==> src/pkg/uied_defs.svh <==
`ifndef UIED_DEFS_SVH
`define UIED_DEFS_SVH

// baud-tick counter width and its named positions
`define UIED_CNT_W          4
`define UIED_CNT_ZERO       4'h0
`define UIED_CNT_ONE        4'h1
`define UIED_CNT_LAST       4'hF

// transmit slot: low 0..6, high 7..9, low 10..15
`define UIED_TX_PULSE_FIRST 4'h7
`define UIED_TX_PULSE_LAST  4'h9
`define UIED_TX_TAIL_FIRST  4'hA
`define UIED_TX_SAMPLE      4'h8

// receive decoder positions
`define UIED_RX_UPDATE      4'h8
`define UIED_RX_UPDATE_PRE  4'h7
`define UIED_RX_WIN_OPEN    4'hC

// transmit bit buffer
`define UIED_BUF_DEPTH      2
`define UIED_BUF_WIDTH      1

`endif

==> src/pkg/uied_pkg.sv <==
`include "uied_defs.svh"

package uied_pkg;

    typedef enum logic [0:0] {
        UIED_RX_IDLE  = 1'b0,
        UIED_RX_TRACK = 1'b1
    } uied_rx_state_type;

    typedef struct packed {
        logic                   active;
        logic                   zero;
        logic [`UIED_CNT_W-1:0] cnt;
        logic                   ir;
    } uied_enc_type;

    typedef struct packed {
        logic                   rx_meta;
        logic                   rx_sync;
        logic                   rx_prev;
        uied_rx_state_type      rx_state;
        logic [`UIED_CNT_W-1:0] rx_cnt;
        logic                   rx_wrap;
        logic                   rx_demod;
        logic [`UIED_CNT_W-1:0] tx_ph;
        logic                   txd_prev;
        logic                   push_valid;
        logic                   push_data;
        logic                   uart_rxd;
        logic                   txd_pin;
    } uied_main_type;

    localparam uied_main_type UIED_MAIN_RST = '{
        rx_meta: 1'h1, rx_sync: 1'h1, rx_prev: 1'h1,
        rx_state: UIED_RX_IDLE, rx_demod: 1'h1,
        txd_prev: 1'h1, uart_rxd: 1'h1, default: '0};

endpackage

==> src/verilog/uied_bit_fifo.sv <==
`timescale 1ns/1ps
`default_nettype none
`include "uied_defs.svh"

module uied_bit_fifo #(
    parameter int WIDTH = `UIED_BUF_WIDTH,
    parameter int DEPTH = `UIED_BUF_DEPTH
) (
    input  wire logic             clk_sys,
    input  wire logic             rst_n,
    input  wire logic             in_valid,
    input  wire logic [WIDTH-1:0] in_data,
    output logic                  in_ready,
    output logic                  out_valid,
    output logic [WIDTH-1:0]      out_data,
    input  wire logic             out_ready
);
    localparam int AW = (DEPTH > 1) ? $clog2(DEPTH) : 1;

    typedef struct packed {
        logic [DEPTH-1:0][WIDTH-1:0] mem;
        logic [AW-1:0]               wp;
        logic [AW-1:0]               rp;
        logic [AW:0]                 cnt;
    } uied_fifo_type;

    uied_fifo_type q, d;
    logic          push;
    logic          pop;

    function automatic logic [AW-1:0] next_ptr(input logic [AW-1:0] p);
        next_ptr = (p == AW'(DEPTH - 1)) ? '0 : AW'(p + 1'h1);
    endfunction

    assign in_ready  = (q.cnt != (AW+1)'(DEPTH));
    assign out_valid = (q.cnt != '0);
    assign out_data  = q.mem[q.rp];
    assign push      = in_valid & in_ready;
    assign pop       = out_valid & out_ready;

    always_comb begin
        d = q;
        if (push) begin
            d.mem[q.wp] = in_data;
            d.wp        = next_ptr(q.wp);
        end
        if (pop) begin
            d.rp = next_ptr(q.rp);
        end
        d.cnt = (AW+1)'(q.cnt + {{AW{1'h0}}, push} - {{AW{1'h0}}, pop});
    end

    always_ff @(posedge clk_sys) begin
        if (!rst_n) begin
            q <= '0;
        end else begin
            q <= d;
        end
    end
endmodule // uied_bit_fifo

`default_nettype wire

==> src/verilog/uied_ir_encoder.sv <==
`timescale 1ns/1ps
`default_nettype none
`include "uied_defs.svh"

module uied_ir_encoder
    import uied_pkg::*;
(
    input  wire logic clk_sys,
    input  wire logic rst_n,
    input  wire logic baud_tick,
    input  wire logic bit_valid,
    input  wire logic bit_data,
    output logic      bit_ready,
    output logic      ir_out,
    output logic      zero_busy
);
    uied_enc_type q, d;

    // a new bit is taken only at a slot boundary, so slots never shorten
    assign bit_ready = baud_tick & (~q.active | (q.cnt == `UIED_CNT_LAST));
    assign ir_out    = q.ir;
    assign zero_busy = q.active & q.zero;

    always_comb begin
        d = q;
        if (bit_ready) begin
            d.active = bit_valid;
            d.zero   = bit_valid & ~bit_data;
            d.cnt    = `UIED_CNT_ZERO;
        end else if (baud_tick) begin
            d.cnt = q.cnt + `UIED_CNT_ONE;
        end
        d.ir = d.active & d.zero & (d.cnt >= `UIED_TX_PULSE_FIRST)
             & (d.cnt <= `UIED_TX_PULSE_LAST);
    end

    always_ff @(posedge clk_sys) begin
        if (!rst_n) begin
            q <= '0;
        end else begin
            q <= d;
        end
    end
endmodule // uied_ir_encoder

`default_nettype wire

==> src/verilog/uied_endec.sv <==
// Overview of operation
// a one bit is sent as sixteen baud periods of steady low.
// a zero bit starts with seven low periods then three high.
// after the high pulse, six more low periods finish the zero bit.
// half duplex; own transmission blanks the decoder, far end must wait.
// software keeps the UART enabled while the codec is used.
// bit rate is system clock over sixteen times the baud divisor.
// standard rates 9600 to 115.2 Kbaud; faster rates still work.
// with codec enabled the modulated signal, not raw UART data, drives tx pin.
// with codec enabled the rx pin feeds the decoder, decoder feeds UART.
// decoder counts baud periods from 0 to 15.
// demodulated output lags incoming pulses by eight baud periods.
// an accepted falling edge resets the decoder counter to zero.
// at count 8 the demodulated output takes the decoded bit.
// window opens at count 12, closes at count 8 after wrap.
// pulses accepted from four before to eight after the expected time.
// pulse in window repeats decoding; none means one and idle.
// decoder resync never disturbs the UART receive line.
// system clock at least 1.0MHz for 1.6us pulses.
// no registers; enable arrives from the UART control logic.
// software enables the codec before selecting the pin function.
// software picks divisor as rounded clock over sixteen times rate.
// with codec disabled, tx and rx pass straight through.
`timescale 1ns/1ps
`default_nettype none
`include "uied_defs.svh"

module uied_endec
    import uied_pkg::*;
#(
    parameter int BUF_DEPTH = `UIED_BUF_DEPTH
) (
    input  wire logic clk_sys,
    input  wire logic rst_n,
    input  wire logic baud_tick,
    input  wire logic infrared_codec_enable,
    input  wire logic uart_txd,
    output logic      uart_rxd,
    output logic      infrared_modulated_tx,
    input  wire logic infrared_modulated_rx
);
    uied_main_type q, d;

    logic                   fall;
    logic                   window;
    logic                   blank;
    logic                   enc_busy;
    logic                   enc_ir;
    logic                   buf_in_ready;
    logic                   buf_out_valid;
    logic                   buf_out_data;
    logic                   enc_ready;
    logic [`UIED_CNT_W-1:0] rx_inc;
    logic [`UIED_CNT_W-1:0] tx_inc;

    function automatic logic [`UIED_CNT_W-1:0] cnt_inc(input logic [`UIED_CNT_W-1:0] c);
        cnt_inc = c + `UIED_CNT_ONE;
    endfunction

    // sampled UART bits wait here while the encoder finishes a slot
    uied_bit_fifo #(
        .WIDTH (`UIED_BUF_WIDTH),
        .DEPTH (BUF_DEPTH)
    ) u_tx_buf (
        .clk_sys   (clk_sys),
        .rst_n     (rst_n),
        .in_valid  (q.push_valid),
        .in_data   (q.push_data),
        .in_ready  (buf_in_ready),
        .out_valid (buf_out_valid),
        .out_data  (buf_out_data),
        .out_ready (enc_ready)
    );

    uied_ir_encoder u_enc (
        .clk_sys   (clk_sys),
        .rst_n     (rst_n),
        .baud_tick (baud_tick),
        .bit_valid (buf_out_valid),
        .bit_data  (buf_out_data),
        .bit_ready (enc_ready),
        .ir_out    (enc_ir),
        .zero_busy (enc_busy)
    );

    assign fall   = q.rx_prev & ~q.rx_sync;
    assign window = q.rx_wrap | (q.rx_cnt >= `UIED_RX_WIN_OPEN);
    // own pulses echo back through the optics, so they are never decoded
    assign blank  = enc_busy | ~infrared_codec_enable;
    assign rx_inc = cnt_inc(q.rx_cnt);
    // no rate limit inside; any tick spacing the UART gives is followed
    assign tx_inc = cnt_inc(q.tx_ph);

    assign uart_rxd              = q.uart_rxd;
    assign infrared_modulated_tx = q.txd_pin;

    always_comb begin
        d = q;

        // pin synchroniser, first stage feeds only the second
        d.rx_meta = infrared_modulated_rx;
        d.rx_sync = q.rx_meta;
        d.rx_prev = q.rx_sync;

        case (q.rx_state)
            UIED_RX_IDLE: begin
                d.rx_demod = 1'h1;
                if (fall && !blank) begin
                    d.rx_state = UIED_RX_TRACK;
                    d.rx_cnt   = `UIED_CNT_ZERO;
                    d.rx_wrap  = 1'h0;
                end
            end
            UIED_RX_TRACK: begin
                if (blank) begin
                    d.rx_state = UIED_RX_IDLE;
                    d.rx_cnt   = `UIED_CNT_ZERO;
                    d.rx_wrap  = 1'h0;
                    d.rx_demod = 1'h1;
                end else if (fall && window) begin
                    // resync only zeroes the counter and wrap flag, output is untouched
                    d.rx_cnt  = `UIED_CNT_ZERO;
                    d.rx_wrap = 1'h0;
                end else if (baud_tick) begin
                    d.rx_cnt = rx_inc;
                    if (q.rx_cnt == `UIED_CNT_LAST) begin
                        d.rx_wrap = 1'h1;
                    end
                    if (rx_inc == `UIED_RX_UPDATE) begin
                        if (q.rx_wrap) begin
                            d.rx_demod = 1'h1;
                            d.rx_state = UIED_RX_IDLE;
                            d.rx_cnt   = `UIED_CNT_ZERO;
                            d.rx_wrap  = 1'h0;
                        end else begin
                            d.rx_demod = 1'h0;
                        end
                    end
                end
            end
            default: begin
                d.rx_state = UIED_RX_IDLE;
                d.rx_cnt   = `UIED_CNT_ZERO;
                d.rx_wrap  = 1'h0;
                d.rx_demod = 1'h1;
            end
        endcase

        // transmit bit phase, realigned to every falling edge of uart_txd, data bits included
        d.txd_prev = uart_txd;
        if (q.txd_prev && !uart_txd) begin
            d.tx_ph = `UIED_CNT_ZERO;
        end else if (baud_tick) begin
            d.tx_ph = tx_inc;
        end
        if (q.push_valid && buf_in_ready) begin
            d.push_valid = 1'h0;
        end
        // mid-bit sample; a pending push is kept rather than overwritten
        if (infrared_codec_enable && baud_tick && tx_inc == `UIED_TX_SAMPLE
            && !(q.push_valid && !buf_in_ready)) begin
            d.push_valid = 1'h1;
            d.push_data  = uart_txd;
        end

        if (infrared_codec_enable) begin
            d.txd_pin  = enc_ir;
            d.uart_rxd = q.rx_demod;
        end else begin
            d.txd_pin  = uart_txd;
            d.uart_rxd = q.rx_sync;
        end
    end

    always_ff @(posedge clk_sys) begin
        if (!rst_n) begin
            q <= UIED_MAIN_RST;
        end else begin
            q <= d;
        end
    end
endmodule // uied_endec

`default_nettype wire

==> config.mk <==
export PLATFORM = sky130hd
export DESIGN_NAME = uied_endec
export DESIGN_NICKNAME = d
export VERILOG_FILES = /design/src/pkg/uied_pkg.sv /design/src/verilog/uied_bit_fifo.sv /design/src/verilog/uied_ir_encoder.sv /design/src/verilog/uied_endec.sv
export VERILOG_INCLUDE_DIRS = /design/src /design/src/pkg
export SDC_FILE = /design/constraint.sdc
export NUM_CORES = 1
export LEC_CHECK = 0
export ABC_AREA = 1
export BUFFER_PORTS_ARGS = -buffer_cell sky130_fd_sc_hd__buf_2
export CORE_MARGIN = 3
export CORE_UTILIZATION = 40
export CTS_BUF_LIST = sky130_fd_sc_hd__clkbuf_8
export CTS_CLUSTER_SIZE = 25
export DETAILED_ROUTE_END_ITERATION = 10
export PLACE_DENSITY = 0.56
export SETUP_SLACK_MARGIN = 0.5
export SYNTH_ARGS = -nofsm -noshare
export SYNTH_HDL_FRONTEND = slang
export SYNTH_SLANG_ARGS = --single-unit
==> constraint.sdc <==
create_clock -name clk_sys -period 1.9 [get_ports clk_sys]
set_input_delay 0.57 -clock clk_sys [delete_from_list [all_inputs] [get_ports clk_sys]]
set_output_delay 0.57 -clock clk_sys [all_outputs]
set_load 0.05 [all_outputs]
==> run summary, run 1 <==
syn avg cell area: 7.22 um2
Yosys top cell area share: 40.9%
WP data arrival: 1.81 ns
Hold WC Path Type: flop to flop
clk_skew: 0.00949 ns
Port-buffer cells: 7
cell taking the most area after synthesis: dfxtp_1
Root Driver: clkbuf_8
total of max-cap violations: 0
Routed WL: 3000 um
status: finished, final reports clean
maximum VDD drop: 0.418 mV
worst skew pair latency: 0.28 ns
Rows: 22
most frequent cells in the layout: 53 x nand2_1, 31 x inv_1, 27 x dfxtp_1
number of cells on the worst hold path: 1
Residual DRC: 0
Setup CP Type: flop to flop
drt pass-1 iters: 4
GRT Total Usage: 14.7%
TritonCTS clock tree: done
cell area power density: 782 nW/um2
# clock sinks: 32
global-route wire length before repair: 5090 um
initial antenna violation count: 0
Total Power: 1.53 mW
Synth Net Count: 230
origin of the worst min-delay path: d[17]$_SDFF_PN1_
routed via count: 1331
Seq/Total Area, Yosys: 40.9%
largest net degree at the start of global routing: 13
cts bufs inserted: 5
# setup viols final: 0
CP most frequent cell: ha_4
synthesized flop and latch total: 32
total leakage power: 0.850 nW
Tmin final: 1.64 ns
slew margin rel.: 63.5%
GR Util met1: 18.5%
DP HPWL: 2200 um
Fmax: 609 MHz
GR Layer Usage met2: 22.8%
RSZ-0062 raised after global routing: true
H-Tree Depth: 2
gr busiest metal: met2
Final Hold Viols: 0
Die ar.: 4710 um2
Yosys warning count: 0
via-per-instance ratio: 4.62
layout cell share with drive strength beyond 1: 25.8%
Cell variety after synth: 26
CTS clock-pin slew for the worst setup and hold paths: 0.07 ns
Synth area leaders: dfxtp_1 41%, nand2_1 14%, inv_1 7.7%
storage element area: 654 um2
Ports: 8
Final Util: 52.6%
wire length per cell: 10.4 um
width of the die: 68.6 um
Worst setup EP type: flop
dpl cell area: 1690 um2
Max FO, Critical Path: 2
Post-CTS Hold Buffers: 0
commonest non-fill, non-tap cell in the layout: nand2_1
FILL cells: 390
post-route ant nets: 0
DR iter-0 viols: 38
Tcrit/Tclk final: 86.4%
grt ovf: 0
slowest stage delay, CP: 0.35 ns
Design Area, Final: 1950 um2
critical path cell sequence: ha_4, nand3_2, nand2_2, nand2_4, nor2_4, ha_4, inv_2, ha_4, xor2_2, o21ai_1, a21oi_1
Final TNS setup: 0 ns
Worst Hold Path EP: d[16]$_SDFF_PN1_
RePlAce Congestion: 0.772
pins over their slew limit: 0
Area Growth Syn to Fin: 24.7%
r2r worst-path depth: 11
vias in the first global route: 1163
Worst R2R Start: u_enc.q[1]$_SDFF_PN0_
Clock Path Buffers: 2
Crit-path slowest cell: dfxtp_4
reg2reg end: u_tx_buf.q[1]$_SDFF_PN0_
Req. time, crit path: 2.07 ns
ANT cells: 0
met3 GRT Util: 5.35%
Critical Path Start Type: flop
Die Ht: 68.6 um
Worst-Margin Slew: 0.547 ns
area of the core: 3720 um2
nets: 252
Post-Syn Instances: 217
Multi-input gate area: 878 um2
R2R setup slack: 0.26 ns
synthesized cell area: 1570 um2
Initial Util: 42.2%
-- Yosys cell counts, drive strengths merged --
cell,n
inv,32
buf,1
nor2,20
nand2,62
xor2,2
nand3,18
clkbuf,2
nand4,2
a21boi,1
xnor2,2
nor3,3
or2,2
o21ai,11
dfxtp,32
a21oi,17
nand3b,2
o21bai,1
ha,7
-- worst max path at each step --
| stage | cells past startpoint | startpoint | endpoint |
|---|---|---|---|
| after global placement | 9 | baud_tick | u_tx_buf.q[1]$_SDFF_PN0_ |
| final | 11 | u_enc.q[1]$_SDFF_PN0_ | u_tx_buf.q[1]$_SDFF_PN0_ |
| after detailed placement | 9 | baud_tick | u_tx_buf.q[1]$_SDFF_PN0_ |
| after global routing | 11 | u_enc.q[1]$_SDFF_PN0_ | u_tx_buf.q[1]$_SDFF_PN0_ |
| after CTS | 11 | u_enc.q[1]$_SDFF_PN0_ | u_tx_buf.q[1]$_SDFF_PN0_ |
| after floorplan | 11 | u_enc.q[1]$_SDFF_PN0_ | u_tx_buf.q[1]$_SDFF_PN0_ |
-- critical path: cells and delay by family, from the launching register on --
kind                     cells  cell delay [ns]
adder cells (fa/ha/maj)      3             0.56
flip-flops                   1             0.35
AO/OA/AOI/OAI                2             0.16
buffers and inverters        1             0.03
AND/OR/NAND/NOR              4             0.25
XOR/XNOR                     1             0.17
-- registers in the layout (all words and copies together), names as in the netlist --
name	cells
u_enc.q	6
u_enc.ir_out	1
infrared_modulated_tx	1
u_tx_buf.q	6
uart_rxd	1
d	2
q	15
-- report_power, final --
group | internal, mW | switching (mW) | total, mW
registers | 0.693 | 0.0202 | 0.714
logic | 0.0827 | 0.108 | 0.191
clock network | 0.383 | 0.240 | 0.623
-- cell type report --
type	instances	share of cell area, %
Tap cell	48	3.07
Timing Repair Buffer	18	6.66
Sequential cell	32	33.5
Inverter	32	6.34
Clock inverter	3	1.98
Multi-Input combinational cell	150	44.9
Clock buffer	5	3.52
-- stage by stage --
stage / setup slack, ns / cells / hold slack, ns
final: 0.259 / 288 / 0.413
after global routing: 0.158 / 288 / 0.426
after CTS: 0.263 / 286 / 0.414
after detailed placement: 0.148 / 274 / 0.398
after global placement: 0.172 / 274 / 0.395
after floorplan: 0.202 / 217 / 0.393
-- metal layers --
metal / vias up / wire (um)
met2: 17 / 1380
met1: 583 / 1490
met5: - / 0
li1: 727 / -
met4: 0 / 38
met3: 4 / 92
-- kinds of logic after synthesis --
logic type | Yosys count | share of synthesized area, %
AOI/OAI and AO/OA | 30 | 10.9
xor gates and xnor gates | 4 | 2.24
adders and majority gates | 7 | 5.59
buffers and inverters | 35 | 9.50
DFF | 32 | 40.9
and+or+nand+nor | 109 | 31.0
-- repair_timing --
action,in CTS,in global routing
pin swaps,6,6
setup endpoints to repair,8,12
gates resized for setup,12,19
buffers inserted,4,2
Power figures use the tool's default switching activity.
==> run 2, diff against run 1 <==
==> constraint.sdc (replaced) <==
create_clock -name clk_sys -period 1.9 [get_ports clk_sys]
set_input_delay 0.19 -clock clk_sys [delete_from_list [all_inputs] [get_ports clk_sys]]
set_output_delay 0.19 -clock clk_sys [all_outputs]
set_load 0.05 [all_outputs]
==> run 2 against run 1 <==
Compared with the run above: first-iteration DRC count up 13%; wire length down 3.9%; cell count fell by 0.69%; total power down 1.5%; combinational power is 13% lower; via count shrank 2.0%; core utilization shrank 1.4 points; count of clock-buffer cells in the layout unchanged; cell area decreased by 2.7%; worst setup slack lost 0.048 ns; clock power about the same; largest cell class unchanged; fmax fell by 2.8%.
==> run summary, run 2 (synthesis gave the netlist of run 1 again) <==
Port-buffer cells: 7 (unchanged)
area of the core: 3720 um2 (unchanged)
wire length per cell: 10.1 um (-3.3%)
Ports: 8 (unchanged)
Worst R2R Start: u_enc.q[1]$_SDFF_PN0_
Crit path max-delay family: adder cells
drt pass-1 iters: 4 (unchanged)
TritonCTS clock tree: done
Initial Util: 42.2% (unchanged)
# clock sinks: 32 (unchanged)
global-route wire length before repair: 4700 um (-7.7%)
most frequent cells in the layout: 54 x nand2_1, 31 x inv_1, 28 x dfxtp_1
total leakage power: 0.837 nW (-1.5%)
Worst Hold Path EP: d[17]$_SDFF_PN1_
DP HPWL: 2070 um (-5.9%)
cell area power density: 791 nW/um2 (+1.2%)
total of max-cap violations: 0 (unchanged)
reg2reg end: u_tx_buf.q[1]$_SDFF_PN0_
critical path buffer and inverter count: 1 (unchanged)
FILL cells: 363 (-6.9%)
Largest register FFs: 15 (unchanged)
CP most frequent cell: ha_4
H-Tree Depth: 2 (unchanged)
origin of the worst min-delay path: infrared_modulated_rx
Rows: 22 (unchanged)
slew margin rel.: 63.5% (about the same)
clk_skew: 0.00340 ns (-0.00609 ns)
Final Hold Viols: 0 (unchanged)
CTS clock-pin slew for the worst setup and hold paths: 0.06 ns (about the same)
GRT Total Usage: 13.8% (-0.90 points)
Top reg by flops: q
pins over their slew limit: 0 (unchanged)
Routed WL: 2890 um (-3.9%)
DR iter-0 viols: 43 (+13%)
Critical Path Start Type: flop
grt ovf: 0 (unchanged)
RSZ-0062 raised after global routing: true
Worst setup EP type: flop
commonest non-fill, non-tap cell in the layout: nand2_1
routed via count: 1305 (-2.0%)
Fmax: 592 MHz (-2.8%)
Area Growth Syn to Fin: 21.3%
Tmin final: 1.69 ns (+0.0476 ns)
Worst-Margin Slew: 0.546 ns (-0.000620 ns)
worst skew pair latency: 0.28 ns (about the same)
met2 WL: 1330 um (-3.6%)
Max FO, Critical Path: 2 (unchanged)
Root Driver: clkbuf_8
met1 WL: 1390 um (-7.0%)
ANT cells: 0 (unchanged)
post-route ant nets: 0 (unchanged)
slowest stage delay, CP: 0.35 ns (about the same)
largest net degree at the start of global routing: 15 (+2)
Clock Path Buffers: 2 (unchanged)
top flop regs: q x15, u_enc.q x6, u_tx_buf.q x6
initial antenna violation count: 0 (unchanged)
final hold slack: 0.0882 ns (-0.325 ns)
Crit-path slowest cell: dfxtp_4
number of cells on the worst hold path: 2 (+1)
layout cell share with drive strength beyond 1: 23.1% (-2.7 points)
maximum VDD drop: 0.432 mV (+3.4%)
critical path cell sequence: ha_4, nand3_2, nand2_1, nand2_2, nor2_4, ha_4, inv_2, ha_4, xor2_2, o21ai_1, a21oi_1
status: finished, final reports clean
nets: 250 (-0.79%)
vias in the first global route: 1152 (-0.95%)
Die Ht: 68.6 um (unchanged)
Hold WC Path Type: primary input to flop
r2r worst-path depth: 11 (unchanged)
cts bufs inserted: 5 (unchanged)
# setup viols final: 0 (unchanged)
Die ar.: 4710 um2 (unchanged)
RePlAce Congestion: 0.768 (-0.56%)
highest routed layer: met4
Residual DRC: 0 (unchanged)
metal3 WL: 99 um (+7.6%)
via-per-instance ratio: 4.56 (-1.3%)
R2R setup slack: 0.21 ns (-0.05 ns)
Tcrit/Tclk final: 88.9% (+2.5 points)
Post-CTS Hold Buffers: 0 (unchanged)
width of the die: 68.6 um (unchanged)
Final TNS setup: 0 ns (unchanged)
Req. time, crit path: 2.07 ns (about the same)
Setup CP Type: flop to flop
WP data arrival: 1.86 ns (+0.05 ns)
run 2: worst max path at each step:
stage,from,endpoint,slack (ns),cells after the start
floorplan,u_enc.q[1]$_SDFF_PN0_,u_tx_buf.q[1]$_SDFF_PN0_,0.20,11
global placement,u_enc.q[2]$_SDFF_PN0_,u_tx_buf.q[1]$_SDFF_PN0_,0.15,11
detailed placement,u_enc.q[2]$_SDFF_PN0_,u_tx_buf.q[1]$_SDFF_PN0_,0.12,11
CTS,u_enc.q[1]$_SDFF_PN0_,u_tx_buf.q[1]$_SDFF_PN0_,0.21,11
global route,u_enc.q[1]$_SDFF_PN0_,u_tx_buf.q[1]$_SDFF_PN0_,0.12,11
finish,u_enc.q[1]$_SDFF_PN0_,u_tx_buf.q[1]$_SDFF_PN0_,0.21,11
run 2: area by class of cell:
cell class              instances  area [um2]  share of cell area [%]
clock inverters                 3        38.8                    2.04
clock buffers                   5        68.8                    3.62
inverters                      32         120                    6.32
flip-flops and latches         32         653                    34.3
multi-input cells             150         858                    45.1
well taps                      48        60.1                    3.16
repair buffers                 16         103                    5.39
run 2: routing by layer:
metal | global-route usage, % | up-vias
li1 | - | 721
met1 | 15.3 | 565
met2 | 22.6 | 12
met3 | 5.35 | 7
met4 | 7.44 | 0
met5 | 0 | -
run 2: worst reg2reg max path: cells and delay by family, from the launching register on:
| family | cells | cell delay, ns |
|---|---|---|
| adders and majority gates | 3 | 0.57 |
| DFF | 1 | 0.35 |
| xor gates and xnor gates | 1 | 0.17 |
| and+or+nand+nor | 4 | 0.30 |
| buffers and inverters | 1 | 0.04 |
| AOI/OAI and AO/OA | 2 | 0.17 |
run 2: per-stage QoR:
step	cells	utilization [%]	total power, mW	instance area [um2]	worst slack [ns]
final	286	51.2	1.50	1900	0.211
after global routing	286	51.2	1.58	1900	0.122
after CTS	283	48.8	1.51	1810	0.206
after detailed placement	271	44.9	0.871	1670	0.122
after global placement	271	44.9	0.873	1670	0.155
after floorplan	217	-	0.837	1590	0.202
run 2: where the power goes:
part	switching (mW)	internal (mW)	leakage, nW
Clock	0.243	0.383	0.0593
Combinational	0.100	0.0670	0.515
Sequential	0.0180	0.693	0.263
run 2: what timing repair did:
| action | 4_1_cts | 5_1_grt |
|---|---|---|
| endpoints found under the setup margin | 6 | 6 |
| gates resized for setup | 4 | 16 |
| buffers inserted | 4 | 3 |
| pin swaps | 2 | 7 |
==> run 3, diff against run 2 <==
Settings changed: ABC_AREA 1 to not set, CTS_BUF_LIST sky130_fd_sc_hd__clkbuf_8 to sky130_fd_sc_hd__clkbuf_16.
==> run 3 against run 2 <==
Compared with the run above: via count fell by 0.54%; worst setup slack got worse by 0.14 ns; die area rose by 2.7%; clock power rose by 43%; flip-flop and latch count did not move; synthesized area rose by 3.0%; largest cell class unchanged; total power rose by 19%; core utilization rose by 6.5 points; clock skew rose by 0.0026 ns; sequential share of layout area fell by 3.8 points; sequential power barely moved; combinational power rose by 11%.
==> run summary, run 3 <==
Commonest cells post-synth: 32 x dfxtp_1, 14 x nand2_1, 13 x nor2_1
cell area power density: 826 nW/um2 (+4.4%)
area of the core: 3770 um2 (+1.5%)
grt ovf: 0 (unchanged)
WP data arrival: 1.99 ns (+0.13 ns)
synthesized flop and latch total: 32 (unchanged)
pins over their slew limit: 0 (unchanged)
Yosys top cell area share: 39.7% (-1.2 points)
Routed WL: 3400 um (+18%)
total of max-cap violations: 0 (unchanged)
# setup viols final: 0 (unchanged)
Post-Syn Instances: 181 (-17%)
wire length per cell: 13.5 um (+34%)
GRT Total Usage: 14.4% (+0.54 points)
post-route ant nets: 0 (unchanged)
Rows: 22 (unchanged)
maximum VDD drop: 0.511 mV (+18%)
Req. time, crit path: 2.06 ns (about the same)
Compound-Gate Fraction of Synth Area: 14.4% (+3.6 points)
Critical Path Start Type: flop
Final TNS setup: 0 ns (unchanged)
Worst-Margin Slew: 0.415 ns (-0.131 ns)
nets: 216 (-14%)
Post-CTS Hold Buffers: 0 (unchanged)
origin of the worst min-delay path: infrared_modulated_rx
RePlAce Congestion: 0.696 (-9.4%)
Yosys warning count: 0 (unchanged)
Fmax: 547 MHz (-7.7%)
# clock sinks: 32 (unchanged)
mux cell area share after synthesis: 5.04% (+5.0 points)
cell taking the most area after synthesis: dfxtp_1
synthesized cell area: 1610 um2 (+3.0%)
slew margin rel.: 72.1% (+8.5 points)
commonest non-fill, non-tap cell in the layout: dfxtp_1
most used flip-flop cell after synthesis: dfxtp_1
largest net degree at the start of global routing: 19 (+4)
status: finished, final reports clean
Post-Synth Simple-Gate Area: 24.6% (-6.4 points)
RSZ-0062 raised after global routing: true
initial antenna violation count: 0 (unchanged)
clk_skew: 0.00596 ns (+0.00256 ns)
vias in the first global route: 1293 (+12%)
Root Driver: clkbuf_16
xor/xnor share of the synthesized area: 6.51% (+4.3 points)
Die ar.: 4830 um2 (+2.7%)
worst skew pair latency: 0.27 ns (about the same)
CTS clock-pin slew for the worst setup and hold paths: 0.06 ns (about the same)
DP HPWL: 2310 um (+11%)
Worst R2R Start: u_enc.q[2]$_SDFF_PN0_
Synth Net Count: 194 (-16%)
via-per-instance ratio: 5.15 (+13%)
drt pass-1 iters: 4 (unchanged)
Port-buffer cells: 7 (unchanged)
most frequent cells in the layout: 23 x dfxtp_1, 14 x nand2_1, 13 x buf_4
Hold WC Path Type: primary input to flop
syn avg cell area: 8.92 um2 (+23%)
Residual DRC: 0 (unchanged)
top flop regs: q x15, u_enc.q x6, u_tx_buf.q x6
Final Hold Viols: 0 (unchanged)
Synth area leaders: dfxtp_1 40%, ha_1 5.4%, mux2i_1 4.3%
DR iter-0 viols: 56 (+30%)
Seq/Total Area, Yosys: 39.7% (-1.2 points)
cts bufs inserted: 5 (unchanged)
total leakage power: 0.799 nW (-4.6%)
width of the die: 69.5 um (+1.3%)
Top reg by flops: q
count leader, synth: dfxtp_1
Worst setup EP type: flop
Die Ht: 69.5 um (+1.3%)
Tmin final: 1.83 ns (+0.140 ns)
global-route wire length before repair: 5650 um (+20%)
FILL cells: 335 (-7.7%)
Setup CP Type: flop to flop
Setup crit start: u_enc.q[2]$_SDFF_PN0_
Tcrit/Tclk final: 96.3% (+7.4 points)
layout cell share with drive strength beyond 1: 35.3% (+12 points)
Post-Layout Cell Count: 252 (-12%)
adder-cell share of the synthesized area: 5.43% (-0.16 points)
Clock Path Buffers: 2 (unchanged)
TritonCTS clock tree: done
Cell variety after synth: 46 (+77%)
Ports: 8 (unchanged)
Initial Util: 42.8% (+0.61 points)
Largest register FFs: 15 (unchanged)
H-Tree Depth: 2 (unchanged)
Post-synth EDFFs: 0 (unchanged)
placed insts: 236 (-13%)
largest family of logic cells by synthesized area: simple AND/OR/NAND/NOR gates
Max FO, Critical Path: 2 (unchanged)
Area Growth Syn to Fin: 34.7%
ANT cells: 0 (unchanged)
post-synthesis async set-or-reset flop share: 0% (unchanged)
routed via count: 1298 (-0.54%)
[run 3: changes by cell type in the layout (fill, tap and decap cells not counted), moves of 8 or more]
cell	previous run	this run
a21oi_1	16	6
nor2b_1	0	9
nand3_1	15	7
nand2b_1	0	9
nand2_1	54	14
inv_1	31	6
[run 3: power breakdown]
| part | switching, mW | internal (mW) |
|---|---|---|
| registers | 0.0228 | 0.690 |
| logic | 0.0932 | 0.0930 |
| clock network | 0.283 | 0.615 |
[run 3: cell type report]
type	instances	area (um2)	area share (%)
Multi-Input combinational cell	135	1100	50.6
Clock inverter	3	42.5	1.96
Sequential cell	32	664	30.6
Tap cell	48	60.1	2.76
Clock buffer	5	125	5.75
Timing Repair Buffer	22	155	7.13
Inverter	7	26.3	1.21
[run 3: worst paths after layout]
kind                               to  slack [ns]  cells after the start
max reg2reg  u_tx_buf.q[1]$_SDFF_PN0_        0.07                     10
min reg2reg          d[16]$_SDFF_PN1_        0.42                      1
max          u_tx_buf.q[1]$_SDFF_PN0_        0.07                     10
min                  d[17]$_SDFF_PN1_         0.1                      2
[run 3: metal layers]
layer | global-route usage [%] | wire (um) | vias to the layer above
li1 | - | - | 669
met1 | 16.7 | 1530 | 610
met2 | 25.1 | 1760 | 17
met3 | 3.62 | 86 | 2
met4 | 5.64 | 19 | 0
met5 | 0 | 0 | -
[run 3: repair_timing]
item / 4_1_cts / 5_1_grt
resized for setup: 11 / 25
cloned: 0 / 0
buffers inserted: 1 / 7
endpoints found under the hold margin: 0 / 0
setup endpoints to repair: 9 / 13
pin swaps: 6 / 13
[run 3: kinds of logic after synthesis]
logic type                 count (synthesis)
and+or+nand+nor                           75
AOI/OAI and AO/OA                         33
DFF                                       32
buffers and inverters                     14
xor gates and xnor gates                  12
muxes                                      8
adders and majority gates                  7
[run 3: per-stage QoR]
stage	util (%)	worst slack [ns]	hold WS (ns)	power, mW	area [um2]
3_3_place_gp	47.2	0.0884	0.369	0.878	1780
2_1_floorplan	-	-0.0483	0.263	0.836	1680
3_5_place_dp	47.2	0.0482	0.378	0.884	1780
6_report	57.7	0.0709	0.0950	1.80	2170
4_1_cts	53.0	0.0720	0.0958	1.79	2000
5_1_grt	57.7	0.00601	0.119	1.87	2170
[run 3: worst max-delay path, stage by stage, from the launching register on]
cell	delay, ns
dfxtp_4	0.35
ha_4	0.15
and3_4	0.15
o21ai_4	0.17
nor2_4	0.07
ha_4	0.26
inv_2	0.03
ha_4	0.15
xnor2_2	0.12
xnor2_1	0.12
and2_1	0.15
